--- config.mk ---
export PLATFORM = sky130hd
export DESIGN_NAME = lbc_top
export DESIGN_NICKNAME = d
export VERILOG_FILES = /design/src/common/lbc_pkg.sv /design/src/logic/lbc_top.sv
export SDC_FILE = /design/constraint.sdc
export NUM_CORES = 1
export LEC_CHECK = 0
export BUFFER_PORTS_ARGS = -buffer_cell sky130_fd_sc_hd__buf_2
export CORE_MARGIN = 5
export CORE_UTILIZATION = 35
export DETAILED_ROUTE_END_ITERATION = 16
export PLACE_DENSITY = 0.6
export SLEW_MARGIN = 25
export SYNTH_ARGS = -nofsm -noshare
export SYNTH_HDL_FRONTEND = slang
export SYNTH_SLANG_ARGS = --single-unit
--- constraint.sdc ---
create_clock -name i_mclk -period 2.12 [get_ports i_mclk]
set_input_delay 0.106 -clock i_mclk [delete_from_list [all_inputs] [get_ports i_mclk]]
set_output_delay 0.106 -clock i_mclk [all_outputs]
set_load 0.1 [all_outputs]
--- src/common/lbc_pkg.sv ---
// Constants shared by the status lamp blink controller
package lbc_pkg;
    // Register map (byte addresses)
    localparam logic [7:0] ADDR_BLINK_CONFIG = 8'h2c;
    localparam logic [7:0] ADDR_CONTROL      = 8'h30;
    localparam logic [7:0] ADDR_STATUS       = 8'h34;
    // Field positions of led_blink_config
    localparam int BIT_TWO_LAMPS   = 7;
    localparam int BIT_KEEP_S45    = 6;
    localparam int LAMP2_LSB       = 3;
    localparam int LAMP1_LSB       = 0;
    // Reset values
    localparam logic [7:0] BLINK_CONFIG_RESET = 8'h38;
    localparam logic [1:0] MODE_RESET         = 2'h0;
    // Blink codes
    localparam logic [2:0] CODE_OFF    = 3'h0;
    localparam logic [2:0] CODE_1HZ    = 3'h3;
    localparam logic [2:0] CODE_ON     = 3'h7;
    // Lamp modes
    localparam logic [1:0] MODE_SW  = 2'h0;
    localparam logic [1:0] MODE_HW1 = 2'h1;
    localparam logic [1:0] MODE_HW2 = 2'h2;
    // Time base: 1/48 s ticks make 2, 3 and 4 Hz exact
    localparam int  CLK_HZ        = 20_000_000;
    localparam int  TICK_HZ       = 48;
    localparam int  TICK_CYCLES   = CLK_HZ / TICK_HZ;
    localparam int  PHASE_TICKS   = 192;
    // AXI responses
    localparam logic [1:0] RESP_OKAY   = 2'h0;
    localparam logic [1:0] RESP_SLVERR = 2'h2;
endpackage : lbc_pkg

--- src/logic/lbc_top.sv ---
// Status lamp blink controller with AXI4-Lite register access
//
// Our own choice: the AXI4-Lite interface to the registers.
`timescale 1ns/1ps
module lbc_top #(
    parameter int TICK_CYCLES = lbc_pkg::TICK_CYCLES
) (
    // Clock and battery reset
    input  wire logic        i_mclk,
    input  wire logic        i_resetn,
    // Power events
    input  wire logic        i_standby_supply_up,
    input  wire logic        i_main_power_lost,
    input  wire logic        i_sleep_s4_s5,
    // AXI4-Lite write address and data
    input  wire logic        s_axi_awvalid,
    output logic             s_axi_awready,
    input  wire logic [7:0]  s_axi_awaddr,
    input  wire logic        s_axi_wvalid,
    output logic             s_axi_wready,
    input  wire logic [31:0] s_axi_wdata,
    input  wire logic [3:0]  s_axi_wstrb,
    // AXI4-Lite write response
    output logic             s_axi_bvalid,
    input  wire logic        s_axi_bready,
    output logic [1:0]       s_axi_bresp,
    // AXI4-Lite read
    input  wire logic        s_axi_arvalid,
    output logic             s_axi_arready,
    input  wire logic [7:0]  s_axi_araddr,
    output logic             s_axi_rvalid,
    input  wire logic        s_axi_rready,
    output logic [31:0]      s_axi_rdata,
    output logic [1:0]       s_axi_rresp,
    // Lamps
    output logic             o_first_status_lamp,
    output logic             o_second_status_lamp
);
    // Divider counter is 20 bits wide
    if (TICK_CYCLES < 2 || TICK_CYCLES > 1_048_576) begin : g_tick_range
        $error("TICK_CYCLES out of range");
    end

    typedef enum logic [1:0] {
        LBC_W_IDLE = 2'b00,
        LBC_W_RESP = 2'b01
    } lbc_wstate_e;

    typedef struct packed {
        logic [7:0]  cfg;
        logic [1:0]  mode;
        logic [19:0] div;
        logic        tick;
        logic [7:0]  phase;
        logic        aw_held;
        logic [7:0]  aw_addr;
        logic        w_held;
        logic [7:0]  w_data;
        logic        w_lane0;
        lbc_wstate_e wstate;
        logic        bvalid;
        logic [1:0]  bresp;
        logic        rvalid;
        logic [31:0] rdata;
        logic [1:0]  rresp;
        logic        lamp1;
        logic        lamp2;
        logic        prev_sb;
        logic        prev_lost;
        logic        aw_rdy;
        logic        w_rdy;
        logic        ar_rdy;
    } lbc_state_s;

    lbc_state_s st;
    lbc_state_s next_st;

    // Blink wave for a code at a phase of 192 ticks of 1/48 s
    function automatic logic lbc_wave(input logic [2:0] code, input logic [7:0] ph);
        logic [7:0] m;
        m = 8'h00;
        case (code)
            3'h0: lbc_wave = 1'b0;
            3'h1: lbc_wave = (ph < 8'd24);
            3'h2: begin
                m = ph % 8'd96;
                lbc_wave = (m < 8'd24);
            end
            3'h3: begin
                m = ph % 8'd48;
                lbc_wave = (m < 8'd24);
            end
            3'h4: begin
                m = ph % 8'd24;
                lbc_wave = (m < 8'd12);
            end
            3'h5: begin
                m = ph % 8'd16;
                lbc_wave = (m < 8'd8);
            end
            3'h6: begin
                m = ph % 8'd12;
                lbc_wave = (m < 8'd6);
            end
            default: lbc_wave = 1'b1;
        endcase
    endfunction : lbc_wave

    function automatic logic [31:0] lbc_read(input logic [7:0] a, input lbc_state_s s);
        case (a)
            lbc_pkg::ADDR_BLINK_CONFIG: lbc_read = {24'h000000, s.cfg};
            lbc_pkg::ADDR_CONTROL:      lbc_read = {30'h00000000, s.mode};
            lbc_pkg::ADDR_STATUS:       lbc_read = {24'h000000, s.phase};
            default:                    lbc_read = 32'h00000000;
        endcase
    endfunction : lbc_read

    function automatic logic lbc_mapped(input logic [7:0] a);
        lbc_mapped = (a == lbc_pkg::ADDR_BLINK_CONFIG) || (a == lbc_pkg::ADDR_CONTROL)
                  || (a == lbc_pkg::ADDR_STATUS);
    endfunction : lbc_mapped

    logic sb_rise;
    logic lost_rise;
    logic w_go;
    logic l1;
    logic l2;
    // Standby taken as present at battery reset, so no false power-up event
    assign sb_rise   = i_standby_supply_up & ~st.prev_sb;
    assign lost_rise = i_main_power_lost & ~st.prev_lost & i_standby_supply_up;
    assign w_go      = st.aw_held & st.w_held & (st.wstate == LBC_W_IDLE);

    always_comb begin
        next_st = st;
        next_st.prev_sb   = i_standby_supply_up;
        next_st.prev_lost = i_main_power_lost;
        // Tick divider and phase
        next_st.tick = 1'b0;
        if (st.div == 20'(TICK_CYCLES - 1)) begin
            next_st.div  = 20'h00000;
            next_st.tick = 1'b1;
        end else begin
            next_st.div = st.div + 20'h00001;
        end
        if (st.tick) begin
            next_st.phase = (st.phase == 8'(lbc_pkg::PHASE_TICKS - 1)) ? 8'h00
                                                                      : st.phase + 8'h01;
        end
        // Write channel capture, either order
        if (s_axi_awvalid && !st.aw_held) begin
            next_st.aw_held = 1'b1;
            next_st.aw_addr = s_axi_awaddr;
        end
        if (s_axi_wvalid && !st.w_held) begin
            next_st.w_held  = 1'b1;
            next_st.w_data  = s_axi_wdata[7:0];
            next_st.w_lane0 = s_axi_wstrb[0];
        end
        case (st.wstate)
            LBC_W_IDLE: begin
                if (w_go) begin
                    if (st.w_lane0 && st.aw_addr == lbc_pkg::ADDR_BLINK_CONFIG) begin
                        next_st.cfg = st.w_data;
                    end
                    if (st.w_lane0 && st.aw_addr == lbc_pkg::ADDR_CONTROL) begin
                        next_st.mode = st.w_data[1:0];
                    end
                    next_st.bvalid = 1'b1;
                    next_st.bresp  = lbc_mapped(st.aw_addr) ? lbc_pkg::RESP_OKAY
                                                            : lbc_pkg::RESP_SLVERR;
                    next_st.wstate = LBC_W_RESP;
                end
            end
            LBC_W_RESP: begin
                if (s_axi_bready) begin
                    next_st.bvalid  = 1'b0;
                    next_st.aw_held = 1'b0;
                    next_st.w_held  = 1'b0;
                    next_st.wstate  = LBC_W_IDLE;
                end
            end
            default: next_st.wstate = LBC_W_IDLE;
        endcase
        // Power events win over a same-cycle software write
        // hardware mode 1 reload
        if ((sb_rise || lost_rise) && st.mode == lbc_pkg::MODE_HW1) begin
            next_st.cfg[lbc_pkg::LAMP2_LSB +: 3] = lbc_pkg::CODE_1HZ;
        end
        if (lost_rise) begin
            next_st.cfg[lbc_pkg::BIT_KEEP_S45] = 1'b0;
        end
        // Read channel
        if (st.rvalid) begin
            if (s_axi_rready) begin
                next_st.rvalid = 1'b0;
            end
        end else if (s_axi_arvalid) begin
            next_st.rvalid = 1'b1;
            next_st.rdata  = lbc_read(s_axi_araddr, st);
            next_st.rresp  = lbc_mapped(s_axi_araddr) ? lbc_pkg::RESP_OKAY
                                                     : lbc_pkg::RESP_SLVERR;
        end
        l1 = lbc_wave(st.cfg[lbc_pkg::LAMP1_LSB +: 3], st.phase);
        l2 = lbc_wave(st.cfg[lbc_pkg::LAMP2_LSB +: 3], st.phase);
        // one dual lamp shows only one colour at a time
        if (!st.cfg[lbc_pkg::BIT_TWO_LAMPS] && l1) begin
            l2 = 1'b0;
        end
        // power lamp off in S4/S5 only in hardware mode 2
        if (i_sleep_s4_s5 && st.mode == lbc_pkg::MODE_HW2
                && !st.cfg[lbc_pkg::BIT_KEEP_S45]) begin
            l1 = 1'b0;
        end
        next_st.lamp1 = l1;
        next_st.lamp2 = l2;
        // Ready flags registered so every bus output leaves a flop
        next_st.aw_rdy = !next_st.aw_held;
        next_st.w_rdy  = !next_st.w_held;
        next_st.ar_rdy = !next_st.rvalid;
    end

    always_ff @(posedge i_mclk or negedge i_resetn) begin
        if (!i_resetn) begin
            st       <= '0;
            st.cfg   <= lbc_pkg::BLINK_CONFIG_RESET;
            st.mode  <= lbc_pkg::MODE_RESET;
            st.lamp2 <= 1'b1;
            st.prev_sb <= 1'b1;
            st.aw_rdy <= 1'b1;
            st.w_rdy <= 1'b1;
            st.ar_rdy <= 1'b1;
        end else begin
            st <= next_st;
        end
    end

    assign s_axi_awready        = st.aw_rdy;
    assign s_axi_wready         = st.w_rdy;
    assign s_axi_bvalid         = st.bvalid;
    assign s_axi_bresp          = st.bresp;
    assign s_axi_arready        = st.ar_rdy;
    assign s_axi_rvalid         = st.rvalid;
    assign s_axi_rdata          = st.rdata;
    assign s_axi_rresp          = st.rresp;
    assign o_first_status_lamp  = st.lamp1;
    assign o_second_status_lamp = st.lamp2;

    // Assertions
    a_write_stores: assert property (@(posedge i_mclk) disable iff (!i_resetn)
        w_go && st.w_lane0 && st.aw_addr == lbc_pkg::ADDR_BLINK_CONFIG
        && !sb_rise && !lost_rise |=> st.cfg == $past(st.w_data))
        else $error("config write lost");
    a_code_off_low: assert property (@(posedge i_mclk) disable iff (!i_resetn)
        st.cfg[2:0] == lbc_pkg::CODE_OFF |=> !o_first_status_lamp)
        else $error("lamp 1 lit with code off");
    a_code_on_high: assert property (@(posedge i_mclk) disable iff (!i_resetn)
        st.cfg[5:3] == lbc_pkg::CODE_ON && st.cfg[7] |=> o_second_status_lamp)
        else $error("lamp 2 dark with code on");
    a_dual_exclusive: assert property (@(posedge i_mclk) disable iff (!i_resetn)
        !st.cfg[7] |=> !(o_first_status_lamp && o_second_status_lamp))
        else $error("dual lamp both colours");
    a_sleep_off: assert property (@(posedge i_mclk) disable iff (!i_resetn)
        i_sleep_s4_s5 && st.mode == lbc_pkg::MODE_HW2 && !st.cfg[6] |=> !o_first_status_lamp)
        else $error("power lamp lit in sleep");
    a_mode1_reload: assert property (@(posedge i_mclk) disable iff (!i_resetn)
        sb_rise && st.mode == lbc_pkg::MODE_HW1 |=> st.cfg[5:3] == lbc_pkg::CODE_1HZ)
        else $error("mode 1 reload missing");
    a_mode3_ignore: assert property (@(posedge i_mclk) disable iff (!i_resetn)
        st.mode != lbc_pkg::MODE_HW2 && st.cfg[2:0] == lbc_pkg::CODE_ON |=> o_first_status_lamp)
        else $error("keep bit acted outside mode 2");
    a_slow_duty: assert property (@(posedge i_mclk) disable iff (!i_resetn)
        st.cfg[2:0] == 3'h1 && st.phase == 8'd30 && !i_sleep_s4_s5 |=> !o_first_status_lamp)
        else $error("0.25 Hz duty wrong");
    a_bresp_hold: assert property (@(posedge i_mclk) disable iff (!i_resetn)
        s_axi_bvalid && !s_axi_bready |=> s_axi_bvalid && $stable(s_axi_bresp))
        else $error("write response dropped");
    a_loss_clears_keep: assert property (@(posedge i_mclk) disable iff (!i_resetn)
        lost_rise |=> !st.cfg[lbc_pkg::BIT_KEEP_S45])
        else $error("keep bit survived main loss");
    a_loss_reload: assert property (@(posedge i_mclk) disable iff (!i_resetn)
        lost_rise && st.mode == lbc_pkg::MODE_HW1 |=> st.cfg[5:3] == lbc_pkg::CODE_1HZ)
        else $error("mode 1 loss reload missing");
    a_rdata_hold: assert property (@(posedge i_mclk) disable iff (!i_resetn)
        s_axi_rvalid && !s_axi_rready |=> s_axi_rvalid && $stable(s_axi_rdata))
        else $error("read data dropped");
    c_write: cover property (@(posedge i_mclk) disable iff (!i_resetn) w_go);
    c_read: cover property (@(posedge i_mclk) disable iff (!i_resetn) s_axi_rvalid && s_axi_rready);
    c_reload: cover property (@(posedge i_mclk) disable iff (!i_resetn)
        lost_rise && st.mode == lbc_pkg::MODE_HW1);
    c_sleep_dark: cover property (@(posedge i_mclk) disable iff (!i_resetn)
        i_sleep_s4_s5 && st.mode == lbc_pkg::MODE_HW2 && !st.cfg[lbc_pkg::BIT_KEEP_S45]);
    c_dual_share: cover property (@(posedge i_mclk) disable iff (!i_resetn)
        !st.cfg[lbc_pkg::BIT_TWO_LAMPS] && st.lamp1);
endmodule : lbc_top

==> metrics.csv, run 1 <==
stage,metric,value,unit
place,hpwl,7.35,mm
yosys,synthFlopType,dfrtp_1,
finish,nNetsFinal,569,
setup_path,path_buf_inv,1,
finish,n_fill_cell,1132,
timing,fmax,489,MHz
setup_path,worst-path-max-fanout,10,
finish,multi_input_area,1990,um^2
timing,finalSetupTns,0,ns
power,leakage,2.29,nW
cts,clkTransAtPathRegs,0.06,ns
setup_path,start_kind,flop,
drt,vias_per_cell,4.95,
cts,cts_tree,built,
setup_path,crit_path_end,o_second_status_lamp,
power,p_comb_frac,0.264,
setup_path,crit_chain,buf_4 -> a21boi_0 -> a211o_1 -> a32o_1 -> nor3_2 -> nand2_1 -> a21o_1 -> a32oi_2,
setup_path,startpoint,st[70],
floorplan,die_y,120,um
min_path,hold_path.class,in2reg,
yosys,syn_area,4260,um^2
run,drv_cap,0,
drt,routed_wl,9.79,mm
timing,period_share,0.964,
floorplan,boundaryPins,105,
yosys,ys_ff_latch,78,
power,ir_worst_vdd,0.000690,V
yosys,ys_warn_count,0,
setup_path,reg2reg_slack,0.08,ns
floorplan,core_area,12000,um^2
power,power_per_cell_area,946,nW/um^2
yosys,ys_types,61,
cts,clk_latency,0.33,ns
drt,vias,3243,
setup_path,slowest_delay,0.48,ns
yosys,ys_seq_area_frac,0.461,
timing,min_period,2.04,ns
power,clockPowerShare,0.327,
setup_path,crit_family,compound AO/OA/AOI/OAI gates,
setup_path,reg2reg_from,st[70],
place,globalplace.congestion,0.855,
timing,rsz0062_at_grt,no,
place,placed_area,4590,um^2
global_route,overflow,0,
setup_path,worst_ep_arrival_time,2.30,ns
cts,htree_levels,3,
timing,hold_viol,0,
setup_path,slowest_stage,dfrtp_2,
setup_path,rr_worst_depth,8,
place,placedCellCount,622,
yosys,syn_inst,431,
timing,finalClockSkew,0.00593,ns
global_route,grt_max_degree,48,
timing,slew_viol_final,0,
global_route,grt_usage,0.137,
finish,postLayoutCellArea,5100,um^2
yosys,synth_edf_count,0,
power,p_sw_frac,0.354,
finish,diodes,0,
power,p_int,3.11,mW
power,totalPowerFinal,4.82,mW
run_status,status,"complete, no violations",
finish,stdcell_count,655,
floorplan,rows,40,
floorplan,initial_core_util,0.356,
cts,root_buffer,clkbuf_16,
finish,ff_latch_area,1970,um^2
setup_path,critical_path_depth,8,
global_route,grt_pass1_wl,15.9,mm
timing,slew_headroom,0.565,
timing,worst_slew_pin_slew,0.651,ns
drt,drtPass1Iterations,4,
setup_path,critPathCaptureType,flop,
place,io_buffer_count,51,
timing,holdWs,0.0119,ns
global_route,grt_pass1_vias,3175,
cts,clock_path_buffers,2,
power,seq_power_share,0.410,
timing,setup_viol,0,
drt,drt_iter0_drc,228,
power,p_switching,1.71,mW
floorplan,fp.dieW,120,um
drt,antenna_left,0,
yosys,async_reset_ff_frac,1.00,
drt,routedWlPerCell,14.9,um
finish,area_growth,19.8,%
setup_path,r2r-end,o_second_status_lamp,
drt,route.detailed.drc,0,
cts,numClockSinks,78,
cts,cts_made_buffers,9,
floorplan,design.die.area,14500,um^2
global_route,antenna_found_initial,0,
yosys,syn_avg_cell_area,9.87,um^2
setup_path,cp.required,2.38,ns
finish,layout-drive-gt1-share,0.289,
setup_path,crit_type,reg2reg,
==> Yosys cell counts (5+ instances only) <==
cell / count / area (um^2)
nand2_1: 37 / 139
xor2_1: 15 / 131
a21oi_1: 6 / 30.0
buf_2: 7 / 35.0
nand3_1: 11 / 55.1
nand2b_1: 7 / 43.8
dfrtp_1: 70 / 1750
o21ai_0: 20 / 100
xnor2_1: 11 / 96.3
inv_1: 19 / 71.3
nand4_1: 6 / 37.5
nor2_1: 40 / 150
nand4b_1: 5 / 43.8
buf_4: 39 / 293
dfstp_2: 8 / 210
mux2_2: 23 / 259
a22oi_1: 10 / 75.1
nor2b_1: 9 / 56.3
nor3_1: 9 / 45.0
clkbuf_1: 5 / 18.8
a31oi_1: 7 / 43.8
==> cells in the final DEF, fill, tap and decap left out, types with 3 or more instances in the layout <==
cell type,instances
ha_1,4
conb_1,26
dfrtp_1,66
nand3_1,11
mux2i_1,4
inv_1,19
dfrtp_2,4
a22oi_1,10
dfstp_2,8
a221oi_1,3
nand4b_1,5
buf_2,50
and3_1,3
mux2_2,23
buf_4,30
o22ai_1,3
nand4_1,6
clkbuf_16,9
nand2_1,37
nor2_1,40
xnor2_1,10
a31oi_1,7
nand2b_1,7
o211ai_1,3
xor2_1,15
o21ai_0,20
dlygate4sd3_1,8
nor3_1,8
o21a_1,3
nor2b_1,7
a21oi_1,6
==> per-stage QoR <==
stage                     setup WS, ns  utilization
after floorplan                  0.196            -
after global routing          0.000281        0.426
final                           0.0761        0.426
after CTS                     0.000558        0.417
after detailed placement       -0.0256        0.383
after global placement         -0.0227        0.383
==> sequential cells by signal (all words and copies together), names as in the netlist <==
signal                flops
o_first_status_lamp       1
s_axi_awready             1
s_axi_arready             1
s_axi_rvalid              1
s_axi_rresp               1
s_axi_wready              1
s_axi_bresp               1
s_axi_rdata               8
s_axi_bvalid              1
o_second_status_lamp      1
st                       61
==> kinds of logic after synthesis <==
| kind of cell | after synthesis | share of synthesized area |
|---|---|---|
| other | 1 | 0.000881 |
| AOI/OAI and AO/OA | 75 | 0.121 |
| adders and majority gates | 4 | 0.0118 |
| muxes | 27 | 0.0703 |
| and+or+nand+nor | 148 | 0.180 |
| xor gates and xnor gates | 26 | 0.0535 |
| buffers and inverters | 72 | 0.102 |
| DFF | 78 | 0.461 |
==> how the worst min path moves through the flow <==
stage / startpoint / slack (ns) / end / depth (start not counted)
2_1_floorplan: i_resetn / -0.19 / o_first_status_lamp / 0
3_3_place_gp: i_resetn / 0.15 / st[49] / 1
3_5_place_dp: i_resetn / 0.16 / st[49] / 1
4_1_cts: s_axi_awaddr[0] / 0.006 / st[57] / 2
5_1_grt: s_axi_awaddr[0] / 0.004 / st[57] / 2
6_report: s_axi_awaddr[0] / 0.01 / st[57] / 2
==> layer usage <==
layer | global-route usage | share of wire | vias to the layer above
li1 | - | - | 1585
met1 | 0.184 | 0.47 | 1551
met2 | 0.220 | 0.47 | 95
met3 | 0.0295 | 0.049 | 12
met4 | 0.0482 | 0.011 | 0
met5 | 0 | 0 | -
==> power groups by stage <==
| stage | sequential [mW] | combinational [mW] | clock [mW] |
|---|---|---|---|
| after floorplan | 2.24 | 0.800 | 0 |
| after global placement | 1.99 | 1.24 | 0 |
| after detailed placement | 2.00 | 1.27 | 0 |
| after CTS | 1.98 | 1.28 | 1.60 |
| after global routing | 2.01 | 1.35 | 1.68 |
| final | 1.97 | 1.27 | 1.58 |
==> final cells by class <==
| cell class | instances | share of cell area |
|---|---|---|
| flip-flops and latches | 78 | 0.386 |
| clock inverters | 5 | 0.0113 |
| multi-input cells | 306 | 0.390 |
| inverters | 19 | 0.0140 |
| clock buffers | 11 | 0.0496 |
| repair buffers | 89 | 0.113 |
| well taps | 147 | 0.0361 |
==> timing repair <==
item,CTS,global route
setup endpoints to repair,3,3
hold buffers,8,0
gates resized for setup,2,10
pin swaps,0,3
hold endpoints to repair,50,0
setup buffers,0,9
Power figures use the tool's default switching activity.
==> run 2: changes to the inputs <==
--- a/config.mk
+++ b/config.mk
@@ -8,6 +8,7 @@
 export BUFFER_PORTS_ARGS = -buffer_cell sky130_fd_sc_hd__buf_2
 export CORE_MARGIN = 5
 export CORE_UTILIZATION = 35
+export CTS_BUF_LIST = sky130_fd_sc_hd__clkbuf_8
 export DETAILED_ROUTE_END_ITERATION = 16
 export PLACE_DENSITY = 0.6
 export SLEW_MARGIN = 25
==> constraint.sdc (replaced) <==
create_clock -name i_mclk -period 2.1 [get_ports i_mclk]
set_input_delay 0.105 -clock i_mclk [delete_from_list [all_inputs] [get_ports i_mclk]]
set_output_delay 0.105 -clock i_mclk [all_outputs]
set_load 0.1 [all_outputs]
==> run 2 against run 1 <==
Core utilization is 0.76 points higher. Hold slack lost 0.00086 ns. Clock power fell by 29%. Worst setup slack worse by 0.052 ns. Sequential power is essentially flat. First-iteration DRC count rose by 5.7%. Routed wire length is 0.53% lower. Global-route usage fell by 0.32 points. Sequential cell count unchanged. Clock-buffer cell count is the same. Sequential share of layout area down 0.66 points. Critical path type unchanged.
==> metrics.csv, run 2 (synthesized netlist as in run 1, its figures left out) <==
stage,metric,value,unit
min_path,hold_path.class,in2reg,
drt,antenna_left,0,
min_path,hp-start,s_axi_wdata[2],
floorplan,design.die.area,14500,um^2
timing,worst_slack,0.0238,ns
cts,cts_tree,built,
power,seq_power_share,0.450,
drt,met3WireLength,475,um
timing,setup_viol,0,
timing,min_period,2.08,ns
run,drv_cap,0,
place,post-place-ws,-0.0415,ns
finish,diodes,0,
setup_path,startpoint,st[70],
drt,m1WireLength,4.44,mm
drt,vias_per_cell,5.01,
power,ir_worst_vdd,0.000683,V
drt,drt_iter0_drc,241,
floorplan,fp.dieW,120,um
run_status,status,"complete, no violations",
global_route,grt_max_degree,46,
cts,clk_latency,0.35,ns
setup_path,worst-path-max-fanout,7,
timing,period_share,0.989,
finish,postLayoutCellArea,5190,um^2
setup_path,cp.required,2.37,ns
drt,wl_met2,4.64,mm
setup_path,reg2reg_from,st[70],
timing,slew_viol_final,0,
drt,topRoutingLayerUsed,met4,
power,p_comb_frac,0.295,
cts,clkTransAtPathRegs,0.08,ns
setup_path,worst_ep_arrival_time,2.35,ns
global_route,grt_pass1_wl,15.7,mm
drt,vias,3348,
place,hpwl,7.10,mm
power,totalPowerFinal,4.41,mW
global_route,overflow,0,
timing,rsz0062_at_grt,yes,
finish,max_flop_register,st,
cts,htree_levels,3,
global_route,antenna_found_initial,0,
power,p_int,2.78,mW
setup_path,critPathCaptureType,flop,
finish,nNetsFinal,582,
setup_path,start_kind,flop,
power,p_sw_frac,0.370,
floorplan,initial_core_util,0.356,
cts,cts_made_buffers,9,
cts,numClockSinks,78,
floorplan,die_y,120,um
floorplan,core_area,12000,um^2
cts,root_buffer,clkbuf_8,
timing,worst_slew_pin_slew,0.662,ns
drt,routedWlPerCell,14.6,um
timing,hold_viol,0,
power,leakage,2.31,nW
timing,finalClockSkew,0.0153,ns
drt,drtPass1Iterations,5,
setup_path,crit_type,reg2reg,
place,placedCellCount,625,
finish,final_util,0.434,
global_route,grt_usage,0.134,
power,power_per_cell_area,850,nW/um^2
cts,clock_path_buffers,2,
power,clockPowerShare,0.255,
place,placed_area,4610,um^2
timing,slew_headroom,0.558,
power,p_switching,1.63,mW
floorplan,rows,40,
timing,fmax,482,MHz
finish,stdcell_count,668,
finish,layout-drive-gt1-share,0.303,
floorplan,boundaryPins,105,
finish,mostFrequentLayoutCells,"dfrtp_1, buf_2, nor2_1",
place,io_buffer_count,51,
finish,largest_reg_flops,61,
finish,layout_commonest_cell,dfrtp_1,
global_route,grt_pass1_vias,3235,
finish,area_growth,21.9,%
drt,routed_wl,9.74,mm
place,globalplace.congestion,0.810,
drt,route.detailed.drc,0,
run 2: final timing paths:
kind	to	slack (ns)	depth (start not counted)
setup / recovery	o_second_status_lamp	0.02	8
hold / removal	st[50]	0.01	2
setup reg to reg	o_second_status_lamp	0.02	8
hold reg to reg	s_axi_bresp[1]	0.49	2
max in group asynchronous	s_axi_arready	1.10	3
min in group asynchronous	st[62]	0.28	2
run 2: area by class of cell:
type	instances	area (um^2)
clock buffer	11	151
clock inverter	5	52.6
fill	1143	6770
inverter	19	71.3
multi-input combinational	306	2060
sequential	78	1970
tap	147	184
timing repair buffer	102	701
run 2: worst max-delay path: stages, from the launching register on:
cell and delay (ns):
dfrtp_2 0.45, buf_4 0.16, xor2_2 0.16, o221a_1 0.23, a32o_2 0.29, nor3_4 0.20, nand2_1 0.07, a21o_1 0.19
a32oi_2 0.24
run 2: per-layer routing:
layer / up-vias / track usage
li1: 1609 / -
met1: 1628 / 0.175
met2: 95 / 0.220
met3: 16 / 0.0243
met4: 0 / 0.0531
met5: - / 0
run 2: power by group through the flow:
stage	combinational [mW]	clock, mW	sequential (mW)
after global routing	1.39	1.24	2.02
after global placement	1.25	0	2.00
after detailed placement	1.27	0	2.01
after floorplan	0.808	0	2.26
final	1.30	1.12	1.98
after CTS	1.30	1.17	1.98
run 2: metrics by stage:
stage / hold slack, ns / TNS, ns
finish: 0.0111 / 0
global route: 0.00112 / -0.175
CTS: 0.00517 / -0.00227
detailed placement: 0.147 / -0.0894
global placement: 0.133 / -0.124
floorplan: -0.191 / 0
run 2: timing repair:
| item | 4_1_cts | 5_1_grt |
|---|---|---|
| pin swaps | 0 | 9 |
| gates resized for setup | 4 | 30 |
| endpoints found under the setup margin | 4 | 7 |
| buffers inserted | 0 | 7 |
| endpoints found under the hold margin | 61 | 0 |
| hold buffers | 21 | 0 |
==> run 3: changes to the inputs <==
--- a/config.mk
+++ b/config.mk
@@ -5,12 +5,14 @@
 export SDC_FILE = /design/constraint.sdc
 export NUM_CORES = 1
 export LEC_CHECK = 0
+export ABC_AREA = 1
 export BUFFER_PORTS_ARGS = -buffer_cell sky130_fd_sc_hd__buf_2
 export CORE_MARGIN = 5
-export CORE_UTILIZATION = 35
+export CORE_UTILIZATION = 55
 export CTS_BUF_LIST = sky130_fd_sc_hd__clkbuf_8
+export CTS_CLUSTER_SIZE = 40
 export DETAILED_ROUTE_END_ITERATION = 16
-export PLACE_DENSITY = 0.6
+export PLACE_DENSITY = 0.87
 export SLEW_MARGIN = 25
 export SYNTH_ARGS = -nofsm -noshare
 export SYNTH_HDL_FRONTEND = slang
==> run 3 against run 2 <==
Core utilization increased by 22 points. Hold slack gained 0.010 ns. Synthesized cell count rose by 7.7%. Clock-buffer cell count down 1. Fmax rose by 9.3%. Register-to-register slack better by 0.18 ns. Critical endpoint is now st[93].
==> metrics.csv, run 3 <==
stage,metric,value,unit
floorplan,initial_core_util,0.560,
drt,wl_met2,4.32,mm
timing,hold_viol,0,
place,hpwl,6.14,mm
cts,clk_latency,0.36,ns
power,p_comb_frac,0.304,
drt,vias_per_cell,5.17,
yosys,synth_top_area_frac,0.436,
yosys,synth_edf_count,0,
global_route,grt_usage,0.198,
drt,drt_iter0_drc,150,
yosys,yosys-top-cells-area,"dfrtp_1, nand2_1, buf_4, dfstp_2, inv_1",
yosys,ys_seq_area_frac,0.488,
finish,max_flop_register,st,
place,post-place-ws,0.183,ns
drt,topRoutingLayerUsed,met4,
global_route,grt_pass1_wl,14.1,mm
finish,largest_reg_flops,61,
global_route,overflow,0,
timing,min_period,1.90,ns
global_route,antenna_found_initial,0,
setup_path,worst-path-max-fanout,4,
power,seq_power_share,0.452,
drt,antenna_left,0,
drt,m1WireLength,3.67,mm
floorplan,fp.dieW,95.5,um
cts,clkTransAtPathRegs,0.09,ns
run,drv_cap,0,
setup_path,critPathCaptureType,flop,
drt,route.detailed.drc,0,
cts,cts_tree,built,
timing,fmax,527,MHz
setup_path,reg2reg_slack,0.20,ns
yosys,yosys-top-cells-count,"nand2_1, dfrtp_1, inv_1",
floorplan,rows,31,
finish,area_growth,16.2,%
timing,worst_slack,0.201,ns
place,io_buffer_count,51,
yosys,ys_ff_latch,78,
yosys,synth_top_area_cell,dfrtp_1,
drt,vias,3323,
drt,routed_wl,8.82,mm
power,power_per_cell_area,931,nW/um^2
run_status,status,"complete, no violations",
power,clockPowerShare,0.244,
timing,period_share,0.904,
power,totalPowerFinal,4.35,mW
yosys,syn_avg_cell_area,8.66,um^2
floorplan,die_y,95.5,um
finish,postLayoutCellArea,4670,um^2
yosys,synthFlopType,dfrtp_1,
global_route,grt_pass1_vias,3239,
timing,finalClockSkew,0.00752,ns
setup_path,worst_ep_arrival_time,2.19,ns
yosys,synth_most_common_cell,nand2_1,
yosys,ys_warn_count,0,
floorplan,design.die.area,9120,um^2
finish,final_util,0.651,
timing,slew_headroom,0.639,
cts,cts_made_buffers,9,
power,p_sw_frac,0.403,
timing,worst_slew_pin_slew,0.542,ns
drt,routedWlPerCell,13.7,um
yosys,syn_inst,464,
timing,setup_viol,0,
setup_path,crit_chain,ha_1 -> nand3_2 -> nor2_1 -> nand3_1 -> nor2_4 -> nand3_2 -> nor3_4 -> nand3_1 -> a21oi_1 -> o21a_1,
finish,layout_commonest_cell,nand2_1,
finish,nNetsFinal,605,
min_path,hold_path.class,in2reg,
timing,holdWs,0.0215,ns
floorplan,core_area,7180,um^2
floorplan,boundaryPins,105,
setup_path,crit_type,reg2reg,
setup_path,start_kind,flop,
setup_path,slowest_stage,dfrtp_1,
cts,htree_levels,3,
finish,diodes,0,
finish,mostFrequentLayoutCells,"nand2_1, dfrtp_1, buf_2",
cts,numClockSinks,78,
cts,root_buffer,clkbuf_8,
timing,slew_viol_final,0,
global_route,grt_max_degree,44,
finish,layout-drive-gt1-share,0.211,
power,leakage,2.38,nW
drt,drtPass1Iterations,4,
yosys,async_reset_ff_frac,1.00,
setup_path,cp.required,2.39,ns
yosys,syn_area,4020,um^2
power,p_int,2.60,mW
power,p_switching,1.75,mW
yosys,ys_types,37,
setup_path,slowest_delay,0.41,ns
cts,clock_path_buffers,2,
power,ir_worst_vdd,0.000742,V
place,placed_area,4260,um^2
place,globalplace.congestion,0.915,
drt,met3WireLength,605,um
## run 3: changes by cell type after synthesis, sizes merged, moves of 10 or more
| cell | previous run | this run |
|---|---|---|
| nand2 | 37 | 99 |
| mux2 | 23 | 12 |
| a21oi | 6 | 18 |
| a22oi | 10 | 0 |
| buf | 48 | 36 |
| inv | 19 | 60 |
| nand3 | 11 | 38 |
## run 3: cell families after synthesis
group	Yosys count	synth area share
other cells	1	0.000933
buf+inv	99	0.126
compound gates	60	0.0856
simple gates	201	0.234
mux	12	0.0336
flops	78	0.488
fa+ha+maj	4	0.0124
xor+xnor	9	0.0196
## run 3: final timing paths
path / cells past startpoint / from / to
min in group asynchronous: 2 / i_resetn / st[73]
worst max-delay path: 10 / st[75] / st[93]
worst max register to register: 10 / st[75] / st[93]
worst min register to register: 2 / s_axi_rdata[7] / s_axi_rdata[7]
max in group asynchronous: 3 / i_resetn / s_axi_awready
worst min-delay path: 3 / s_axi_wdata[1] / st[49]
## run 3: timing repair
| item | 4_1_cts | 5_1_grt |
|---|---|---|
| endpoints found under the setup margin | 0 | 1 |
| resized for setup | 0 | 2 |
| hold buffers | 21 | 0 |
| hold endpoints to repair | 55 | 0 |
| buffers inserted | 0 | 1 |
## run 3: layout make-up
| cell class | count | area (um^2) |
|---|---|---|
| Timing Repair Buffer | 77 | 518 |
| Clock inverter | 6 | 45.0 |
| Sequential cell | 78 | 1960 |
| Multi-Input combinational cell | 312 | 1660 |
| Tap cell | 99 | 124 |
| Inverter | 61 | 229 |
| Fill cell | 581 | 2500 |
| Clock buffer | 10 | 138 |
## run 3: critical path: cells and delay by family, from the launching register on
kind / cells / cell delay, ns
AND/OR/NAND/NOR: 7 / 0.93
flip-flops: 1 / 0.41
AO/OA/AOI/OAI: 2 / 0.27
adder cells (fa/ha/maj): 1 / 0.22
## run 3: power groups by stage
stage / Clock [mW] / Combinational, mW / Sequential [mW]
final: 1.06 / 1.32 / 1.96
after global routing: 1.15 / 1.41 / 2.00
after CTS: 1.08 / 1.31 / 1.96
after detailed placement: 0 / 1.28 / 1.99
after global placement: 0 / 1.23 / 1.97
after floorplan: 0 / 0.805 / 2.25
## run 3: through the flow
step / TNS (ns) / std cells
after global placement: 0 / 605
final: 0 / 643
after global routing: -0.00543 / 643
after CTS: 0 / 642
after floorplan: 0 / 489
after detailed placement: 0 / 605
## run 3: routing by layer
metal,vias up,GRT usage
li1,1611,-
met1,1566,0.242
met2,121,0.330
met3,25,0.0537
met4,0,0.0841
met5,-,0
